===== config.mk =====
export PLATFORM = sky130hd
export DESIGN_NAME = fmsp_uart
export DESIGN_NICKNAME = d
export VERILOG_FILES = /design/src/fmsp_pkg.sv /design/src/fmsp_baud.sv /design/src/fmsp_uart.sv
export VERILOG_INCLUDE_DIRS = /design/src /design/src/src
export SDC_FILE = /design/constraint.sdc
export NUM_CORES = 1
export LEC_CHECK = 0
export BUFFER_PORTS_ARGS = -buffer_cell sky130_fd_sc_hd__buf_2
export CORE_UTILIZATION = 30
export CTS_CLUSTER_SIZE = 16
export DETAILED_ROUTE_END_ITERATION = 12
export HOLD_SLACK_MARGIN = 0.06
export SLEW_MARGIN = 0
export SYNTH_ARGS = -nofsm -noshare
export SYNTH_HDL_FRONTEND = slang
export SYNTH_SLANG_ARGS = --single-unit

===== constraint.sdc =====
create_clock -name clk -period 1.87 [get_ports clk]
set_clock_uncertainty 0.1 [all_clocks]
set_input_delay 0.0935 -clock clk [delete_from_list [all_inputs] [get_ports clk]]
set_output_delay 0.0935 -clock clk [all_outputs]
set_load 0.01 [all_outputs]

===== src/fmsp_map.svh =====
// Contract
// - Received byte held apart from receive shifter
// - Buffer reads receive data, writes transmit
// - Done flags cleared only by software
// - Four modes: shift, 8-bit, 9-bit fixed, 9-bit timed
// - Mode 0 master, data on rx, clock on tx
// - Mode 0 sends eight bits, flag after eighth
// - Mode 0 receives while enabled and flag clear
// - Mode 0 receive pin is open-drain
// - Mode 1 frame: start, eight bits, stop
// - Async transmit flag at stop-bit start
// - Async receive any time while enabled
// - Mode 1 loads byte and stop if accepted
// - Each Timer 2 overflow gives one baud pulse; Timer 1 gives one per two overflows, one per overflow with doubler
// - Timer 1 divisor 32 or 16, Timer 2 16
// - Timer 1 overflows every 256 minus reload counts
// - Timer 2 at half clock, 65536 minus reload
// - Timer 2 selection forces baud generator mode
// - Mode 2 frame carries programmable ninth bit
// - Mode 2 loads byte and ninth if accepted
// - Interrupt requested when enabled and flag set
// - Mode 2 rate is clock over 64 or 32
// - Mode 3 is mode 2 with timer rate
// - Multiprocessor filter sits at control bit 5
`ifndef FMSP_MAP_SVH
`define FMSP_MAP_SVH

// ----------------------------------------
// Register offsets
// ----------------------------------------
`define FMSP_OFS_SCTRL 8'h00
`define FMSP_OFS_SERIAL_BUFFER 8'h04
`define FMSP_OFS_PCTRL 8'h08
`define FMSP_OFS_CKCTRL 8'h0c
`define FMSP_OFS_TMODE 8'h10
`define FMSP_OFS_T1RELOAD 8'h14
`define FMSP_OFS_T2CTRL 8'h18
`define FMSP_OFS_T2RELOAD 8'h1c
`define FMSP_OFS_IRQEN 8'h20

// ----------------------------------------
// Field positions
// ----------------------------------------
`define FMSP_SC_MODE_HI 7
`define FMSP_SC_MODE_LO 6
`define FMSP_SC_MPF 5
`define FMSP_SC_REN 4
`define FMSP_SC_TB8 3
`define FMSP_SC_RB8 2
`define FMSP_SC_TI 1
`define FMSP_SC_RI 0
`define FMSP_PC_DOUBLER 7
`define FMSP_CK_T1FAST 4
`define FMSP_TM_T1EXT 6
`define FMSP_T2_RCLK 5
`define FMSP_T2_TX_CLOCK_FROM_TIMER2 4
`define FMSP_T2_EXT 1
`define FMSP_IE_EN 0

// ----------------------------------------
// Reset values and timing counts
// ----------------------------------------
`define FMSP_RST_BYTE 8'h00
`define FMSP_RST_WORD 16'h0000
`define FMSP_M0_LAST 4'hb
`define FMSP_M0_HALF 4'h6
`define FMSP_T1_DIV_LAST 4'hb
`define FMSP_OVS_LAST 4'hf
`define FMSP_OVS_MID 4'h7
`define FMSP_LAST8 4'h9
`define FMSP_LAST9 4'ha
`define FMSP_BIT_LAST 3'h7

`endif


===== src/fmsp_pkg.sv =====
package fmsp_pkg;

  // Serial mode selected by the two top control bits
  typedef enum logic [1:0] {
    MODE0_SHIFT,
    MODE1_UART8,
    MODE2_UART9_FIXED,
    MODE3_UART9_TIMED
  } fmsp_mode_t;

  typedef enum logic {TX_IDLE, TX_SEND} fmsp_tx_state_t;

  typedef enum logic {RX_IDLE, RX_RECV} fmsp_rx_state_t;

  typedef enum logic [1:0] {M0_IDLE, M0_TX, M0_RX, M0_DONE} fmsp_m0_state_t;

endpackage


===== src/fmsp_baud.sv =====
`timescale 1ns/1ps
`default_nettype none
`include "fmsp_map.svh"
module fmsp_baud
  import fmsp_pkg::*;
(
  // Clock and reset
  input wire logic clk,
  input wire logic nrst,
  // Timer 1 setup
  input wire logic timer1_fast_clock,
  input wire logic timer1_external,
  input wire logic [7:0] timer1_reload_high,
  input wire logic timer1_input_pin,
  // Timer 2 setup
  input wire logic timer2_run,
  input wire logic timer2_external_select,
  input wire logic [15:0] timer2_reload,
  input wire logic timer2_input_pin,
  // Overflow pulses
  output logic t1_overflow,
  output logic t2_overflow
);

  logic [3:0] pre_q;
  logic pin1_q, pin2_q, half_q;
  logic [7:0] t1_q;
  logic [15:0] t2_q;
  logic t1_inc, t2_inc;

  // ----------------------------------------
  // Prescalers and pin edges
  // ----------------------------------------
  always_ff @(posedge clk or negedge nrst) begin
    if (!nrst) begin
      pre_q <= 4'h0;
      half_q <= 1'b0;
      pin1_q <= 1'b1;
      pin2_q <= 1'b1;
    end else begin
      pre_q <= (pre_q == `FMSP_T1_DIV_LAST) ? 4'h0 : pre_q + 4'h1;
      half_q <= ~half_q;
      pin1_q <= timer1_input_pin;
      pin2_q <= timer2_input_pin;
    end
  end

  assign t1_inc = timer1_external ? (pin1_q & ~timer1_input_pin) :
                  timer1_fast_clock ? 1'b1 : (pre_q == `FMSP_T1_DIV_LAST);

  assign t2_inc = timer2_external_select ? (pin2_q & ~timer2_input_pin) : half_q;

  // ----------------------------------------
  // Timer 1, 8-bit auto-reload
  // ----------------------------------------
  always_ff @(posedge clk or negedge nrst) begin
    if (!nrst) begin
      t1_q <= `FMSP_RST_BYTE;
      t1_overflow <= 1'b0;
    end else begin
      t1_overflow <= 1'b0;
      if (t1_inc) begin
        if (t1_q == 8'hff) begin
          t1_q <= timer1_reload_high;
          t1_overflow <= 1'b1;
        end else begin
          t1_q <= t1_q + 8'h01;
        end
      end
    end
  end

  // ----------------------------------------
  // Timer 2, baud generator only; no interrupt path
  // ----------------------------------------
  always_ff @(posedge clk or negedge nrst) begin
    if (!nrst) begin
      t2_q <= `FMSP_RST_WORD;
      t2_overflow <= 1'b0;
    end else begin
      t2_overflow <= 1'b0;
      if (!timer2_run) begin
        t2_q <= timer2_reload;
      end else if (t2_inc) begin
        if (t2_q == 16'hffff) begin
          t2_q <= timer2_reload;
          t2_overflow <= 1'b1;
        end else begin
          t2_q <= t2_q + 16'h0001;
        end
      end
    end
  end

endmodule
`default_nettype wire


===== src/fmsp_uart.sv =====
`timescale 1ns/1ps
`default_nettype none
`include "fmsp_map.svh"
module fmsp_uart
  import fmsp_pkg::*;
(
  // Clock and reset
  input wire logic clk,
  input wire logic nrst,
  // AHB-Lite slave
  input wire logic hsel,
  input wire logic [31:0] haddr,
  input wire logic [1:0] htrans,
  input wire logic hwrite,
  input wire logic [2:0] hsize,
  input wire logic [31:0] hwdata,
  input wire logic hready,
  output logic hreadyout,
  output logic hresp,
  output logic [31:0] hrdata,
  // Serial pins
  input wire logic rx_pin_i,
  output logic rx_pin_o,
  output logic rx_pin_oe,
  output logic tx_pin,
  // Timer clock pins
  input wire logic timer1_input_pin,
  input wire logic timer2_input_pin,
  // Interrupt request
  output logic irq
);

  // ----------------------------------------
  // Bus slave
  // ----------------------------------------
  logic ap_valid;
  logic wr_pend_q, rd_pend_q;
  logic [7:0] addr_q;
  logic [31:0] rd_data;

  function automatic logic wr_hit(input logic pend, input logic [7:0] a,
                                  input logic [7:0] ofs);
    wr_hit = pend && (a == ofs);
  endfunction

  assign ap_valid = hsel & htrans[1] & hready;
  assign hreadyout = ~rd_pend_q;
  assign hresp = 1'b0;

  always_ff @(posedge clk or negedge nrst) begin
    if (!nrst) begin
      wr_pend_q <= 1'b0;
      rd_pend_q <= 1'b0;
      addr_q <= 8'h00;
    end else begin
      wr_pend_q <= ap_valid & hwrite;
      rd_pend_q <= ap_valid & ~hwrite;
      if (ap_valid) begin
        addr_q <= haddr[7:0];
      end
    end
  end

  // Read data captured in the single wait state
  always_ff @(posedge clk or negedge nrst) begin
    if (!nrst) begin
      hrdata <= 32'h0000_0000;
    end else if (rd_pend_q) begin
      hrdata <= rd_data;
    end
  end

  logic sctrl_wr, serial_buffer_wr, pctrl_wr, ckctrl_wr, tmode_wr;
  logic t1r_wr, t2c_wr, t2r_wr, ie_wr;
  assign sctrl_wr = wr_hit(wr_pend_q, addr_q, `FMSP_OFS_SCTRL);
  assign serial_buffer_wr = wr_hit(wr_pend_q, addr_q, `FMSP_OFS_SERIAL_BUFFER);
  assign pctrl_wr = wr_hit(wr_pend_q, addr_q, `FMSP_OFS_PCTRL);
  assign ckctrl_wr = wr_hit(wr_pend_q, addr_q, `FMSP_OFS_CKCTRL);
  assign tmode_wr = wr_hit(wr_pend_q, addr_q, `FMSP_OFS_TMODE);
  assign t1r_wr = wr_hit(wr_pend_q, addr_q, `FMSP_OFS_T1RELOAD);
  assign t2c_wr = wr_hit(wr_pend_q, addr_q, `FMSP_OFS_T2CTRL);
  assign t2r_wr = wr_hit(wr_pend_q, addr_q, `FMSP_OFS_T2RELOAD);
  assign ie_wr = wr_hit(wr_pend_q, addr_q, `FMSP_OFS_IRQEN);

  // ----------------------------------------
  // Software registers
  // ----------------------------------------
  fmsp_mode_t mode_q;
  logic multiproc_filter_q, rx_enable_q, tx_ninth_bit_q;
  logic baud_doubler_q, timer1_fast_clock_q, timer1_external_q;
  logic rx_clock_from_timer2_q, tx_clock_from_timer2_q;
  logic timer2_external_select_q, irq_enable_q;
  logic [7:0] timer1_reload_high_q;
  logic [15:0] timer2_reload_q;

  always_ff @(posedge clk or negedge nrst) begin
    if (!nrst) begin
      mode_q <= MODE0_SHIFT;
      multiproc_filter_q <= 1'b0;
      rx_enable_q <= 1'b0;
      tx_ninth_bit_q <= 1'b0;
    end else if (sctrl_wr) begin
      mode_q <= fmsp_mode_t'(hwdata[`FMSP_SC_MODE_HI:`FMSP_SC_MODE_LO]);
      multiproc_filter_q <= hwdata[`FMSP_SC_MPF];
      rx_enable_q <= hwdata[`FMSP_SC_REN];
      tx_ninth_bit_q <= hwdata[`FMSP_SC_TB8];
    end
  end

  always_ff @(posedge clk or negedge nrst) begin
    if (!nrst) begin
      baud_doubler_q <= 1'b0;
      timer1_fast_clock_q <= 1'b0;
      timer1_external_q <= 1'b0;
      timer1_reload_high_q <= `FMSP_RST_BYTE;
    end else begin
      if (pctrl_wr) begin
        baud_doubler_q <= hwdata[`FMSP_PC_DOUBLER];
      end
      if (ckctrl_wr) begin
        timer1_fast_clock_q <= hwdata[`FMSP_CK_T1FAST];
      end
      if (tmode_wr) begin
        timer1_external_q <= hwdata[`FMSP_TM_T1EXT];
      end
      if (t1r_wr) begin
        timer1_reload_high_q <= hwdata[7:0];
      end
    end
  end

  always_ff @(posedge clk or negedge nrst) begin
    if (!nrst) begin
      rx_clock_from_timer2_q <= 1'b0;
      tx_clock_from_timer2_q <= 1'b0;
      timer2_external_select_q <= 1'b0;
      timer2_reload_q <= `FMSP_RST_WORD;
      irq_enable_q <= 1'b0;
    end else begin
      if (t2c_wr) begin
        rx_clock_from_timer2_q <= hwdata[`FMSP_T2_RCLK];
        tx_clock_from_timer2_q <= hwdata[`FMSP_T2_TX_CLOCK_FROM_TIMER2];
        timer2_external_select_q <= hwdata[`FMSP_T2_EXT];
      end
      if (t2r_wr) begin
        timer2_reload_q <= hwdata[15:0];
      end
      if (ie_wr) begin
        irq_enable_q <= hwdata[`FMSP_IE_EN];
      end
    end
  end

  // ----------------------------------------
  // Baud timing
  // ----------------------------------------
  logic t1_ovf, t2_ovf;
  logic [1:0] m2_cnt_q;
  logic m2_tick, rx_half_q, tx_half_q, rx_src, tx_src, rx_tick, tx_tick;

  fmsp_baud u_baud (
    .clk(clk),
    .nrst(nrst),
    .timer1_fast_clock(timer1_fast_clock_q),
    .timer1_external(timer1_external_q),
    .timer1_reload_high(timer1_reload_high_q),
    .timer1_input_pin(timer1_input_pin),
    .timer2_run(rx_clock_from_timer2_q | tx_clock_from_timer2_q),
    .timer2_external_select(timer2_external_select_q),
    .timer2_reload(timer2_reload_q),
    .timer2_input_pin(timer2_input_pin),
    .t1_overflow(t1_ovf),
    .t2_overflow(t2_ovf)
  );

  // Sixteen-times oversampling tick for one direction
  function automatic logic tick16(input fmsp_mode_t m, input logic use_t2,
                                  input logic src, input logic half,
                                  input logic dbl, input logic fixed_tick);
    if (m == MODE2_UART9_FIXED) begin
      tick16 = fixed_tick;
    end else begin
      tick16 = src & (use_t2 | dbl | half);
    end
  endfunction

  assign rx_src = rx_clock_from_timer2_q ? t2_ovf : t1_ovf;
  assign tx_src = tx_clock_from_timer2_q ? t2_ovf : t1_ovf;
  // fixed rate clock over 64 or 32
  assign m2_tick = baud_doubler_q ? m2_cnt_q[0] : (m2_cnt_q == 2'h3);
  // extra halving for slow timer 1
  assign rx_tick = tick16(mode_q, rx_clock_from_timer2_q, rx_src, rx_half_q,
                          baud_doubler_q, m2_tick);
  assign tx_tick = tick16(mode_q, tx_clock_from_timer2_q, tx_src, tx_half_q,
                          baud_doubler_q, m2_tick);

  always_ff @(posedge clk or negedge nrst) begin
    if (!nrst) begin
      m2_cnt_q <= 2'h0;
      rx_half_q <= 1'b0;
      tx_half_q <= 1'b0;
    end else begin
      m2_cnt_q <= m2_cnt_q + 2'h1;
      if (rx_src) begin
        rx_half_q <= ~rx_half_q;
      end
      if (tx_src) begin
        tx_half_q <= ~tx_half_q;
      end
    end
  end

  logic nine_bit;
  logic [3:0] frame_last;
  // modes 2 and 3 share frame
  assign nine_bit = mode_q[1];
  assign frame_last = nine_bit ? `FMSP_LAST9 : `FMSP_LAST8;

  // ----------------------------------------
  // Asynchronous transmitter
  // ----------------------------------------
  fmsp_tx_state_t tx_st_q;
  logic [10:0] tx_sh_q;
  logic [3:0] tx_bit_q, tx_sub_q;
  logic tx_ti_set;

  assign tx_ti_set = (tx_st_q == TX_SEND) && tx_tick && (tx_sub_q == `FMSP_OVS_LAST) &&
                     (tx_bit_q == frame_last - 4'h1);

  always_ff @(posedge clk or negedge nrst) begin
    if (!nrst) begin
      tx_st_q <= TX_IDLE;
      tx_sh_q <= 11'h7ff;
      tx_bit_q <= 4'h0;
      tx_sub_q <= 4'h0;
    end else if (serial_buffer_wr && mode_q != MODE0_SHIFT) begin
      tx_st_q <= TX_SEND;
      tx_sh_q <= {1'b1, nine_bit ? tx_ninth_bit_q : 1'b1, hwdata[7:0], 1'b0};
      tx_bit_q <= 4'h0;
      tx_sub_q <= 4'h0;
    end else if (tx_st_q == TX_SEND && tx_tick) begin
      tx_sub_q <= tx_sub_q + 4'h1;
      if (tx_sub_q == `FMSP_OVS_LAST) begin
        tx_sh_q <= {1'b1, tx_sh_q[10:1]};
        if (tx_bit_q == frame_last) begin
          tx_st_q <= TX_IDLE;
        end else begin
          tx_bit_q <= tx_bit_q + 4'h1;
        end
      end
    end
  end

  // ----------------------------------------
  // Asynchronous receiver
  // ----------------------------------------
  fmsp_rx_state_t rx_st_q;
  logic [8:0] rx_sh_q;
  logic [3:0] rx_bit_q, rx_sub_q;
  logic rx_prev_q, rx_sample, rx_finish, rx_ninth_c, rx_load;
  logic [7:0] rx_data_c;
  logic ri_q;

  assign rx_sample = (rx_st_q == RX_RECV) && rx_tick && (rx_sub_q == `FMSP_OVS_MID);
  assign rx_finish = rx_sample && (rx_bit_q == frame_last);
  assign rx_data_c = nine_bit ? rx_sh_q[7:0] : rx_sh_q[8:1];
  assign rx_ninth_c = nine_bit ? rx_sh_q[8] : rx_pin_i;
  // accept when flag clear and filter met
  assign rx_load = rx_finish & ~ri_q & (~multiproc_filter_q | rx_ninth_c);

  always_ff @(posedge clk or negedge nrst) begin
    if (!nrst) begin
      rx_prev_q <= 1'b1;
    end else begin
      rx_prev_q <= rx_pin_i;
    end
  end

  always_ff @(posedge clk or negedge nrst) begin
    if (!nrst) begin
      rx_st_q <= RX_IDLE;
      rx_sh_q <= 9'h000;
      rx_bit_q <= 4'h0;
      rx_sub_q <= 4'h0;
    end else if (!rx_enable_q || mode_q == MODE0_SHIFT) begin
      rx_st_q <= RX_IDLE;
    end else begin
      unique case (rx_st_q)
        RX_IDLE: begin
          if (rx_prev_q && !rx_pin_i) begin
            rx_st_q <= RX_RECV;
            rx_bit_q <= 4'h0;
            rx_sub_q <= 4'h0;
          end
        end
        RX_RECV: begin
          if (rx_tick) begin
            rx_sub_q <= rx_sub_q + 4'h1;
          end
          if (rx_sample) begin
            if (rx_bit_q == 4'h0 && rx_pin_i) begin
              rx_st_q <= RX_IDLE;
            end else if (rx_finish) begin
              rx_st_q <= RX_IDLE;
            end else begin
              rx_bit_q <= rx_bit_q + 4'h1;
              if (rx_bit_q != 4'h0) begin
                rx_sh_q <= {rx_pin_i, rx_sh_q[8:1]};
              end
            end
          end
        end
      endcase
    end
  end

  // ----------------------------------------
  // Mode 0 shift engine
  // ----------------------------------------
  fmsp_m0_state_t m0_st_q;
  logic [7:0] m0_sh_q;
  logic [3:0] m0_cnt_q;
  logic [2:0] m0_bit_q;
  logic m0_edge, m0_ti_set, m0_ri_set;

  assign m0_edge = (m0_cnt_q == `FMSP_M0_LAST);
  // flag at end of eighth bit
  assign m0_ti_set = (m0_st_q == M0_TX) && m0_edge && (m0_bit_q == `FMSP_BIT_LAST);
  // flag one cycle after last bit
  assign m0_ri_set = (m0_st_q == M0_DONE);

  always_ff @(posedge clk or negedge nrst) begin
    if (!nrst) begin
      m0_st_q <= M0_IDLE;
      m0_sh_q <= 8'h00;
      m0_cnt_q <= 4'h0;
      m0_bit_q <= 3'h0;
    end else if (mode_q != MODE0_SHIFT) begin
      m0_st_q <= M0_IDLE;
    end else begin
      unique case (m0_st_q)
        M0_IDLE: begin
          m0_cnt_q <= 4'h0;
          m0_bit_q <= 3'h0;
          if (serial_buffer_wr) begin
            m0_st_q <= M0_TX;
            m0_sh_q <= hwdata[7:0];
          end else if (rx_enable_q && !ri_q) begin
            m0_st_q <= M0_RX;
          end
        end
        M0_TX, M0_RX: begin
          m0_cnt_q <= m0_edge ? 4'h0 : m0_cnt_q + 4'h1;
          if (m0_edge) begin
            m0_sh_q <= {(m0_st_q == M0_RX) ? rx_pin_i : 1'b0, m0_sh_q[7:1]};
            m0_bit_q <= m0_bit_q + 3'h1;
            if (m0_bit_q == `FMSP_BIT_LAST) begin
              m0_st_q <= (m0_st_q == M0_RX) ? M0_DONE : M0_IDLE;
            end
          end
        end
        M0_DONE: begin
          m0_st_q <= M0_IDLE;
        end
      endcase
    end
  end

  // ----------------------------------------
  // Receive holding register and flags
  // ----------------------------------------
  logic [7:0] rx_buf_q;
  logic rx_ninth_bit_q, ti_q;

  always_ff @(posedge clk or negedge nrst) begin
    if (!nrst) begin
      rx_buf_q <= `FMSP_RST_BYTE;
    end else if (rx_load) begin
      rx_buf_q <= rx_data_c;
    end else if (m0_ri_set) begin
      rx_buf_q <= m0_sh_q;
    end
  end

  always_ff @(posedge clk or negedge nrst) begin
    if (!nrst) begin
      rx_ninth_bit_q <= 1'b0;
    end else if (rx_load) begin
      rx_ninth_bit_q <= rx_ninth_c;
    end else if (sctrl_wr) begin
      rx_ninth_bit_q <= hwdata[`FMSP_SC_RB8];
    end
  end

  // hardware only sets, set beats clear
  always_ff @(posedge clk or negedge nrst) begin
    if (!nrst) begin
      ti_q <= 1'b0;
      ri_q <= 1'b0;
    end else begin
      ti_q <= tx_ti_set | m0_ti_set | (sctrl_wr ? hwdata[`FMSP_SC_TI] : ti_q);
      ri_q <= rx_load | m0_ri_set | (sctrl_wr ? hwdata[`FMSP_SC_RI] : ri_q);
    end
  end

  assign irq = irq_enable_q & (ti_q | ri_q);

  // ----------------------------------------
  // Pins
  // ----------------------------------------
  logic m0_active;
  assign m0_active = (m0_st_q == M0_TX) || (m0_st_q == M0_RX);

  always_comb begin
    if (mode_q == MODE0_SHIFT) begin
      tx_pin = ~(m0_active && (m0_cnt_q < `FMSP_M0_HALF));
    end else begin
      tx_pin = (tx_st_q == TX_SEND) ? tx_sh_q[0] : 1'b1;
    end
  end

  assign rx_pin_o = 1'b0;
  assign rx_pin_oe = (mode_q == MODE0_SHIFT) && (m0_st_q == M0_TX) && !m0_sh_q[0];

  // ----------------------------------------
  // Read mux
  // ----------------------------------------
  always_comb begin
    rd_data = 32'h0000_0000;
    unique case (addr_q)
      `FMSP_OFS_SCTRL: begin
        rd_data[7:6] = mode_q;
        rd_data[`FMSP_SC_MPF] = multiproc_filter_q;
        rd_data[`FMSP_SC_REN] = rx_enable_q;
        rd_data[`FMSP_SC_TB8] = tx_ninth_bit_q;
        rd_data[`FMSP_SC_RB8] = rx_ninth_bit_q;
        rd_data[`FMSP_SC_TI] = ti_q;
        rd_data[`FMSP_SC_RI] = ri_q;
      end
      `FMSP_OFS_SERIAL_BUFFER: rd_data[7:0] = rx_buf_q;
      `FMSP_OFS_PCTRL: rd_data[`FMSP_PC_DOUBLER] = baud_doubler_q;
      `FMSP_OFS_CKCTRL: rd_data[`FMSP_CK_T1FAST] = timer1_fast_clock_q;
      `FMSP_OFS_TMODE: rd_data[`FMSP_TM_T1EXT] = timer1_external_q;
      `FMSP_OFS_T1RELOAD: rd_data[7:0] = timer1_reload_high_q;
      `FMSP_OFS_T2CTRL: begin
        rd_data[`FMSP_T2_RCLK] = rx_clock_from_timer2_q;
        rd_data[`FMSP_T2_TX_CLOCK_FROM_TIMER2] = tx_clock_from_timer2_q;
        rd_data[`FMSP_T2_EXT] = timer2_external_select_q;
      end
      `FMSP_OFS_T2RELOAD: rd_data[15:0] = timer2_reload_q;
      `FMSP_OFS_IRQEN: rd_data[`FMSP_IE_EN] = irq_enable_q;
      default: rd_data = 32'h0000_0000;
    endcase
  end

endmodule
`default_nettype wire


==> results of run 1 <==
cells in the final DEF (no fill, tap or decap), types with 7 or more instances in the layout:
| cell type | count |
|---|---|
| a21oi_1 | 30 |
| a21oi_2 | 7 |
| and3_1 | 9 |
| buf_12 | 7 |
| buf_2 | 51 |
| buf_4 | 113 |
| buf_6 | 17 |
| clkbuf_16 | 18 |
| conb_1 | 18 |
| dfrtp_1 | 146 |
| dfstp_2 | 13 |
| dlygate4sd3_1 | 29 |
| ha_1 | 12 |
| inv_1 | 17 |
| mux2_2 | 41 |
| mux2_4 | 21 |
| mux2i_1 | 54 |
| nand2_1 | 65 |
| nand2_2 | 9 |
| nand2b_1 | 9 |
| nand3_1 | 32 |
| nand4_1 | 10 |
| nor2_1 | 31 |
| nor2b_1 | 9 |
| o21ai_0 | 25 |
| o21ai_1 | 16 |
| o21ai_2 | 8 |
| o2bb2ai_1 | 9 |
| or3_4 | 8 |
where the power goes:
part / total (mW) / internal, mW / leakage [nW] / switching [mW]
Sequential: 4.50 / 4.05 / 1.98 / 0.449
Combinational: 2.44 / 1.23 / 2.95 / 1.21
Clock: 3.65 / 2.18 / 0.282 / 1.47
Total: 10.6 / 7.46 / 5.21 / 3.13
cell type report:
class	count	area (um^2)
repair buffers	220	1810
multi-input cells	575	4600
inverters	19	71.3
fillers	2647	16100
flip-flops and latches	165	4150
clock buffers	21	460
clock inverters	11	150
well taps	378	473
how the worst max path moves through the flow:
stage	end	slack, ps	cells past startpoint
4_1_cts	rx_sh_q[1]	-160	7
6_report	rx_sh_q[1]	-210	7
5_1_grt	rx_sh_q[1]	-270	7
2_1_floorplan	timer2_reload_q[10]	-30	7
3_3_place_gp	rx_sh_q[0]	-120	6
3_5_place_dp	rx_sh_q[5]	-190	6
what timing repair did:
action / CTS / global route
hold buffers: 29 / 0
gates cloned: 4 / 1
buffers inserted: 16 / 10
endpoints found under the hold margin: 228 / 0
gates resized for setup: 60 / 89
pin swaps: 22 / 34
setup endpoints to repair: 62 / 105
metrics by stage:
step                      power (mW)  setup WS (ps)
after global routing            11.1           -275
after global placement          6.52           -122
after CTS                       10.4           -163
after floorplan                 5.69          -29.5
after detailed placement        6.56           -192
final                           10.6           -212
cells in the mapped netlist, drive strengths merged, types with 3 or more instances:
library cell,count
a21o,5
a21oi,38
a22o,5
a22oi,4
a31oi,6
a32oi,4
and2,5
and3,11
and3b,3
and4,5
buf,40
clkbuf,14
dfrtp,152
dfstp,13
ha,17
inv,19
mux2,65
mux2i,56
nand2,78
nand2b,10
nand3,35
nand3b,6
nand4,11
nor2,36
nor2b,10
nor3,11
nor3b,3
nor4,4
o21ai,49
o221ai,3
o22ai,4
o2bb2ai,9
o31ai,7
or2,3
or3,11
or4,5
xnor2,3
xor2,4
state kept, by name, summed over array words and instances, names as in the netlist, 9 cells and up:
register	flops
tx_sh_q	10
hrdata	16
timer2_reload_q	16
u_baud.t2_q	16
rx_sh_q	9
worst min-delay path: stages:
cell and delay [ps]:
buf_2 90, nand3_1 310, nor2_1 70
kinds of logic (layout without fill, tap and decap cells):
group                      after synthesis  count (layout)
buffers and inverters                   73             271
AOI/OAI and AO/OA                      157             158
DFF                                    165             165
other                                    1              18
xor gates and xnor gates                 7               7
muxes                                  121             121
adders and majority gates               17              17
and+or+nand+nor                        254             254
routing by layer:
layer  track usage  vias up  routed length [um]
li1              -     3282                   -
met1         0.210     3378               10300
met2         0.269      127               11300
met3        0.0242       23                 581
met4        0.0454        0                 296
met5             0        -                   0
==> impl_results.md, run 1 <==
- Antenna fix cells: 0
- Pins over their slew limit: 0
- Worst-Skew Late Latency: 430 ps
- # H-tree levels: 4
- Mapped Area: 8510 um^2
- Total core area: 27,900 um^2
- Reg2Reg Capture Point: rx_sh_q[1]
- Post-synthesis register bit count: 165
- Largest family of logic cells by synthesized area: simple AND/OR/NAND/NOR gates
- Worst hold margin: 81.5 ps
- TritonCTS buffer count: 17
- Wire length per cell: 16.2 um
- Unrepaired setup endpoints after global routing: true
- Placed cells: 1,298
- Fin cells: 1,389
- Worst reg2reg path depth: 7
- I/O Pins: 115
- Status: complete, but fails checks
- Worst hold path class: input pin to flop
- Worst vdd ir: 0.683 mV
- Die X: 170 um
- Worst-path cell chain: buf_6, and2b_1, nand2_2, nand3_4, nor4bb_4, buf_4, mux2_4
- Top cells by area, synth: dfrtp_1, mux2_2, mux2i_1, dfstp_2, nand2_1
- Leakage: 5.21 nW
- Peak Freq: 480 MHz
- Mux cell area share after synthesis: 0.152
- WP data arrival: 2290 ps
- Yosys cell types: 77
- Share of layout cells above drive strength 1: 0.400
- Largest delay share family, worst path: simple AND/OR/NAND/NOR gates
- Vias in the first global route: 6,829
- Critical Path Source: mode_q[1]
- Die area: 29,000 um^2
- Gpl congestion: 0.822
- Violated checks: setup timing
- Design Area, Final: 11,700 um^2
- Die H: 170 um
- CTS clk-pin slew, worst paths: 60 ps
- Slew margin rel.: 0.641
- Final hold violations: 0
- Yosys top cell by area: dfrtp_1
- Iter 0 DRT Violations: 311
- Final ANT Viol Nets: 0
- Gr usage total: 0.159
- Final setup vio count: 66
- Synth Area in Compound Gates: 0.121
- Worst hold stages: 3
- Max-cap viol count: 0
- CTS tree: built
- Port Buffers: 52
- Mean post-synth cell area: 10.7 um^2
- TritonCTS Sinks: 165
- CP Capture Type: flop
- Vias per cell: 4.90
- Crit path max fanout: 4
- R2R setup slack: -210 ps
- Post-synth EDFFs: 0
- Root buf cell: clkbuf_16
- Power per cell area: 904 nW/um^2
- R2R Path Start: mode_q[1]
- Initial antenna violation count: 0
- CP Buf/Inv Count: 2
- Simple-Gate Fraction of Synth Area: 0.160
- Post-Syn Instances: 795
- Synth top area share: 0.447
- FFs w/ async S/R, synth: 1.00
- WL final: 22.5 mm
- Final Cycle Share: 1.11
- Row count: 61
- Detailed Routing Iterations Pass 1: 5
- Largest net degree at the start of global routing: 50
- Worst Setup Start Kind: flop
- DRC viols: 0
- Crit path largest cell delay: 430 ps
- Seq/Total Area, Yosys: 0.487
- HP Start: htrans[1]
- Layout area overhead: 37.7%
- Placed Area: 9920 um^2
- Slowest CP cell: dfrtp_2
- Fin crit period: 2080 ps
- Vias: 6,810
- Post-synth top flop: dfrtp_1
- First-pass GRT wire length: 36.4 mm
- HPWL Detailed: 15.2 mm
- Clock Path Buffers: 2
- Setup TNS: -5320 ps
- Gr ovfl total: 0
- Hold Path End: wr_pend_q
- Crit path required time: 2080 ps
- Util after Layout: 0.420
- Synth Warn #: 0
- Crit path setup slack, layout: -212 ps
- Layout Nets: 1,092
- Initial Util: 0.305
- Adder-cell share of the synthesized area: 0.0250
- WS Path Type: flop to flop
- Worst Max-Slew Pin Slew: 539 ps
- Post-synthesis xor/xnor area fraction: 0.00721
(Power assumes the default switching activity.)
==> run 2: changes to the inputs <==
--- a/config.mk
+++ b/config.mk
@@ -7,6 +7,7 @@
 export NUM_CORES = 1
 export LEC_CHECK = 0
 export BUFFER_PORTS_ARGS = -buffer_cell sky130_fd_sc_hd__buf_2
+export CORE_ASPECT_RATIO = 0.5
 export CORE_UTILIZATION = 30
 export CTS_CLUSTER_SIZE = 16
 export DETAILED_ROUTE_END_ITERATION = 12
==> run 2 against run 1 <==
  * The run ends with DRC, setup timing left
  * Combinational power is essentially flat
  * Global-route usage grew 0.060 points
  * Final cell count grew 0.79%
  * Setup slack gained 38 ps
  * Total power shrank 0.36%
  * Critical path depth is the same
==> impl_results.md, run 2 (synthesis results as in run 1) <==
- Status: complete, but fails checks
- Violated checks: DRC, setup timing
- Vias in the first global route: 6,943
- DRC viols: 4
- Cell-internal power: 7.28 mW
- TritonCTS buffer count: 17
- Setup TNS: -4190 ps
- Sw frac: 0.310
- Largest net degree at the start of global routing: 54
- I/O Pins: 115
- R2R setup slack: -170 ps
- Pins over their slew limit: 0
- Total core area: 27,800 um^2
- First-pass GRT wire length: 36.6 mm
- Layout Nets: 1,099
- Dpl ws: -182 ps
- WS Path Type: flop to flop
- Root buf cell: clkbuf_16
- Die H: 121 um
- Sequential Power Share: 0.427
- Gr usage total: 0.160
- Final ANT Viol Nets: 0
- Crit path setup slack, layout: -174 ps
- Worst-Skew Late Latency: 440 ps
- WP data arrival: 2270 ps
- Max-cap viol count: 0
- Detailed Routing Iterations Pass 1: 9
- DR WL met3: 802 um
- Slew margin rel.: 0.642
- Final setup vio count: 47
- Iter 0 DRT Violations: 532
- Crit path required time: 2090 ps
- Worst hold path class: input pin to asynchronous set/reset pin
- CTS clk-pin slew, worst paths: 70 ps
- Wl on met1: 10.5 mm
- Final hold violations: 0
- Wire length per cell: 16.6 um
- Vias: 7,008
- Peak Freq: 489 MHz
- Initial Util: 0.306
- Switching pwr: 3.27 mW
- Clk pwr share: 0.343
- WL final: 23.3 mm
- Worst Max-Slew Pin Slew: 537 ps
- Most common cell after layout, fill and taps aside: dfrtp_1
- Vias per cell: 5.01
- Die area: 29,100 um^2
- Port Buffers: 52
- Layout area overhead: 38.3%
- Worst Setup Start Kind: flop
- Die X: 240 um
- Top Layer Used: met4
- Placed Area: 9930 um^2
- TritonCTS Sinks: 165
- CTS tree: built
- Worst hold margin: 102 ps
- Crit path max fanout: 4
- Fin crit period: 2040 ps
- Antenna fix cells: 0
- Power Total: 10.6 mW
- Unrepaired setup endpoints after global routing: true
- Met2 Wirelength: 11.7 mm
- Clock Path Buffers: 2
- Power per cell area: 897 nW/um^2
- Share of layout cells above drive strength 1: 0.393
- Commonest non-fill, non-tap cells in the layout: dfrtp_1, buf_4, nand2_1, mux2i_1, buf_2
- CP Capture Type: flop
- Gr ovfl total: 0
- Fill count: 2,547
- HPWL Detailed: 15.5 mm
- Combinational cell fraction of total power: 0.230
- Final Cycle Share: 1.09
- Worst vdd ir: 0.557 mV
- Design Area, Final: 11,800 um^2
- Row count: 43
- Gpl congestion: 0.855
- # H-tree levels: 4
- Leakage: 5.21 nW
- Initial antenna violation count: 0
- Largest regs: hrdata (16), timer2_reload_q (16), u_baud.t2_q (16)
run 2: final timing paths:
path	to	start	cells past startpoint
worst max-delay path	rx_sh_q[4]	mode_q[1]	7
worst min-delay path	hrdata[8]	nrst	2
worst max register to register	rx_sh_q[4]	mode_q[1]	7
worst min register to register	u_baud.half_q	u_baud.half_q	1
max in group asynchronous	rx_prev_q	nrst	3
min in group clk	u_baud.pin2_q	timer2_input_pin	2
run 2: power groups by stage:
stage               Combinational, mW  Clock (mW)  Sequential (mW)
floorplan                        1.22           0             4.47
global placement                 1.99           0             4.50
detailed placement               2.05           0             4.52
CTS                              2.22        3.66             4.47
global route                     2.64        3.82             4.56
finish                           2.43        3.62             4.51
run 2: area by class of cell:
type | instances | area [um^2] | area share
Inverter | 19 | 75.1 | 0.00638
Clock inverter | 14 | 166 | 0.0141
Multi-Input combinational cell | 575 | 4590 | 0.391
Clock buffer | 18 | 429 | 0.0365
Timing Repair Buffer | 227 | 1870 | 0.159
Sequential cell | 165 | 4150 | 0.353
Tap cell | 382 | 478 | 0.0406
run 2: metrics by stage:
stage,util,instances
final,0.424,1400
after floorplan,-,812
after CTS,0.405,1384
after detailed placement,0.358,1306
after global routing,0.424,1400
after global placement,0.358,1306
run 2: critical path: stages (launching register included):
cell	delay, ps
dfrtp_1	400
buf_6	130
and2b_2	220
nand2_4	100
nand3_4	100
nor4bb_4	350
buf_4	220
mux2_4	300
run 2: timing repair:
item | 4_1_cts | 5_1_grt
endpoints found under the hold margin | 222 | 0
pin swaps | 17 | 29
buffers inserted | 11 | 15
gates cloned | 3 | 2
resized for setup | 64 | 85
hold buffers | 32 | 0
setup endpoints to repair | 68 | 108
run 2: routing by layer:
layer,GRT usage,vias to the layer above
li1,-,3282
met4,0.0426,0
met1,0.206,3529
met3,0.0334,32
met5,0,-
met2,0.271,165
==> run 3: changes to the inputs <==
--- a/config.mk
+++ b/config.mk
@@ -12,7 +12,8 @@
 export CTS_CLUSTER_SIZE = 16
 export DETAILED_ROUTE_END_ITERATION = 12
 export HOLD_SLACK_MARGIN = 0.06
-export SLEW_MARGIN = 0
+export MAX_ROUTING_LAYER = met4
+export SLEW_MARGIN = 20
 export SYNTH_ARGS = -nofsm -noshare
 export SYNTH_HDL_FRONTEND = slang
 export SYNTH_SLANG_ARGS = --single-unit
==> run 3 against run 2 <==
  * Total power about the same
  * The run ends with setup timing left
  * Maximum frequency is 0.34% higher
  * Worst hold slack gained 0.81 ps
  * Sequential power hardly changed
  * Register-to-register slack about the same
  * Critical path type unchanged
  * Critical endpoint unchanged
  * Critical path depth unchanged
  * Highest routed layer unchanged
==> impl_results.md, run 3 (synthesis results as in run 1) <==
- WS Path Type: flop to flop
- Vias in the first global route: 6,946
- CP Capture Type: flop
- HPWL Detailed: 15.5 mm
- Leakage: 5.21 nW
- Status: complete, but fails checks
- Power per cell area: 896 nW/um^2
- WP data arrival: 2260 ps
- Fin cells: 1,400
- I/O Pins: 115
- Clock Path Buffers: 2
- Share of layout cells above drive strength 1: 0.393
- Gr ovfl total: 0
- Commonest non-fill, non-tap cells in the layout: dfrtp_1, buf_4, nand2_1, mux2i_1, buf_2
- Vias per cell: 4.99
- Worst Max-Slew Pin Slew: 539 ps
- Worst Setup Start Kind: flop
- Pins over their slew limit: 0
- Die X: 240 um
- Final setup vio count: 47
- Initial antenna violation count: 0
- Placed cells: 1,306
- Layout Nets: 1,099
- Crit path largest cell delay: 400 ps
- Total core area: 27,800 um^2
- Crit path max fanout: 4
- Worst-Skew Late Latency: 440 ps
- Iter 0 DRT Violations: 531
- TritonCTS Sinks: 165
- Wire length per cell: 16.6 um
- Row count: 43
- Die H: 121 um
- Gpl congestion: 0.868
- Largest regs: hrdata (16), timer2_reload_q (16), u_baud.t2_q (16)
- # H-tree levels: 4
- Worst vdd ir: 0.558 mV
- Design Area, Final: 11,800 um^2
- Worst-path cell chain: buf_6, and2b_2, nand2_4, nand3_4, nor4bb_4, buf_4, mux2_4
- Largest net degree at the start of global routing: 54
- Peak Freq: 491 MHz
- CTS tree: built
- DRC viols: 0
- Vias: 6,982
- WL final: 23.3 mm
- Detailed Routing Iterations Pass 1: 7
- Max-cap viol count: 0
- Unrepaired setup endpoints after global routing: true
- TritonCTS buffer count: 17
- Most common cell after layout, fill and taps aside: dfrtp_1
- Placed Area: 9930 um^2
- Slew margin rel.: 0.641
- Antenna fix cells: 0
- Final Cycle Share: 1.09
- CTS clk-pin slew, worst paths: 70 ps
- Gr usage total: 0.164
- Final ANT Viol Nets: 0
- Fin crit period: 2040 ps
- Final hold violations: 0
- Root buf cell: clkbuf_16
- Initial Util: 0.306
- Crit path required time: 2090 ps
- Die area: 29,100 um^2
- Worst hold path class: input pin to asynchronous set/reset pin
- Port Buffers: 52
- Worst hold margin: 103 ps
- Violated checks: setup timing
- Slowest CP cell: dfrtp_1
- Crit path setup slack, layout: -167 ps
- First-pass GRT wire length: 36.6 mm
- Layout area overhead: 38.3%
-- run 3: worst paths after layout --
| path | cells past startpoint | slack [ps] | to | from |
|---|---|---|---|---|
| worst max-delay path | 7 | -170 | rx_sh_q[4] | mode_q[1] |
| min in group clk | 2 | 220 | u_baud.pin2_q | timer2_input_pin |
| worst min-delay path | 2 | 100 | hrdata[8] | nrst |
| max in group asynchronous | 3 | 890 | rx_prev_q | nrst |
| worst min register to register | 1 | 310 | u_baud.half_q | u_baud.half_q |
| worst max register to register | 7 | -170 | rx_sh_q[4] | mode_q[1] |
-- run 3: final cells by class --
class / count / area, um^2
repair buffers: 227 / 1870
clock inverters: 14 / 166
clock buffers: 18 / 429
inverters: 19 / 75.1
well taps: 382 / 478
fillers: 2547 / 16000
flip-flops and latches: 165 / 4150
multi-input cells: 575 / 4590
-- run 3: stage by stage --
step / power (mW) / setup TNS (ps) / util / setup WS (ps)
2_1_floorplan: 5.69 / -731 / - / -29.5
3_3_place_gp: 6.49 / -2750 / 0.358 / -186
3_5_place_dp: 6.57 / -4720 / 0.358 / -182
4_1_cts: 10.3 / -3510 / 0.405 / -161
5_1_grt: 11.0 / -8710 / 0.424 / -259
6_report: 10.5 / -4130 / 0.424 / -167
-- run 3: what timing repair did --
| item | CTS | global route |
|---|---|---|
| pin swaps | 17 | 29 |
| setup endpoints to repair | 68 | 108 |
| gates cloned | 3 | 2 |
| hold buffers | 32 | 0 |
| gates resized for setup | 64 | 85 |
| buffers inserted | 11 | 15 |
| endpoints found under the hold margin | 222 | 0 |
-- run 3: metal layers --
metal / track usage / part of all wire / routed length [um] / up-vias
met3: 0.0334 / 0.035 / 819 / 35
met4: 0.0438 / 0.013 / 313 / 0
met1: 0.207 / 0.45 / 10500 / 3505
met2: 0.270 / 0.50 / 11700 / 151
met5: - / 0 / 0 / -
li1: - / - / - / 3291
-- run 3: power by group --
group          total [mW]  leakage (nW)  internal, mW  switching, mW
sequential           4.50          1.98          4.05          0.459
clock                3.61         0.294          2.01           1.60
combinational        2.42          2.93          1.22           1.20
total                10.5          5.21          7.28           3.26
-- run 3: critical path, delay by kind of cell, from the launching register on --
| kind | cells | cell delay, ps |
|---|---|---|
| mux | 1 | 300 |
| buf+inv | 2 | 350 |
| simple gates | 4 | 770 |
| flops | 1 | 400 |
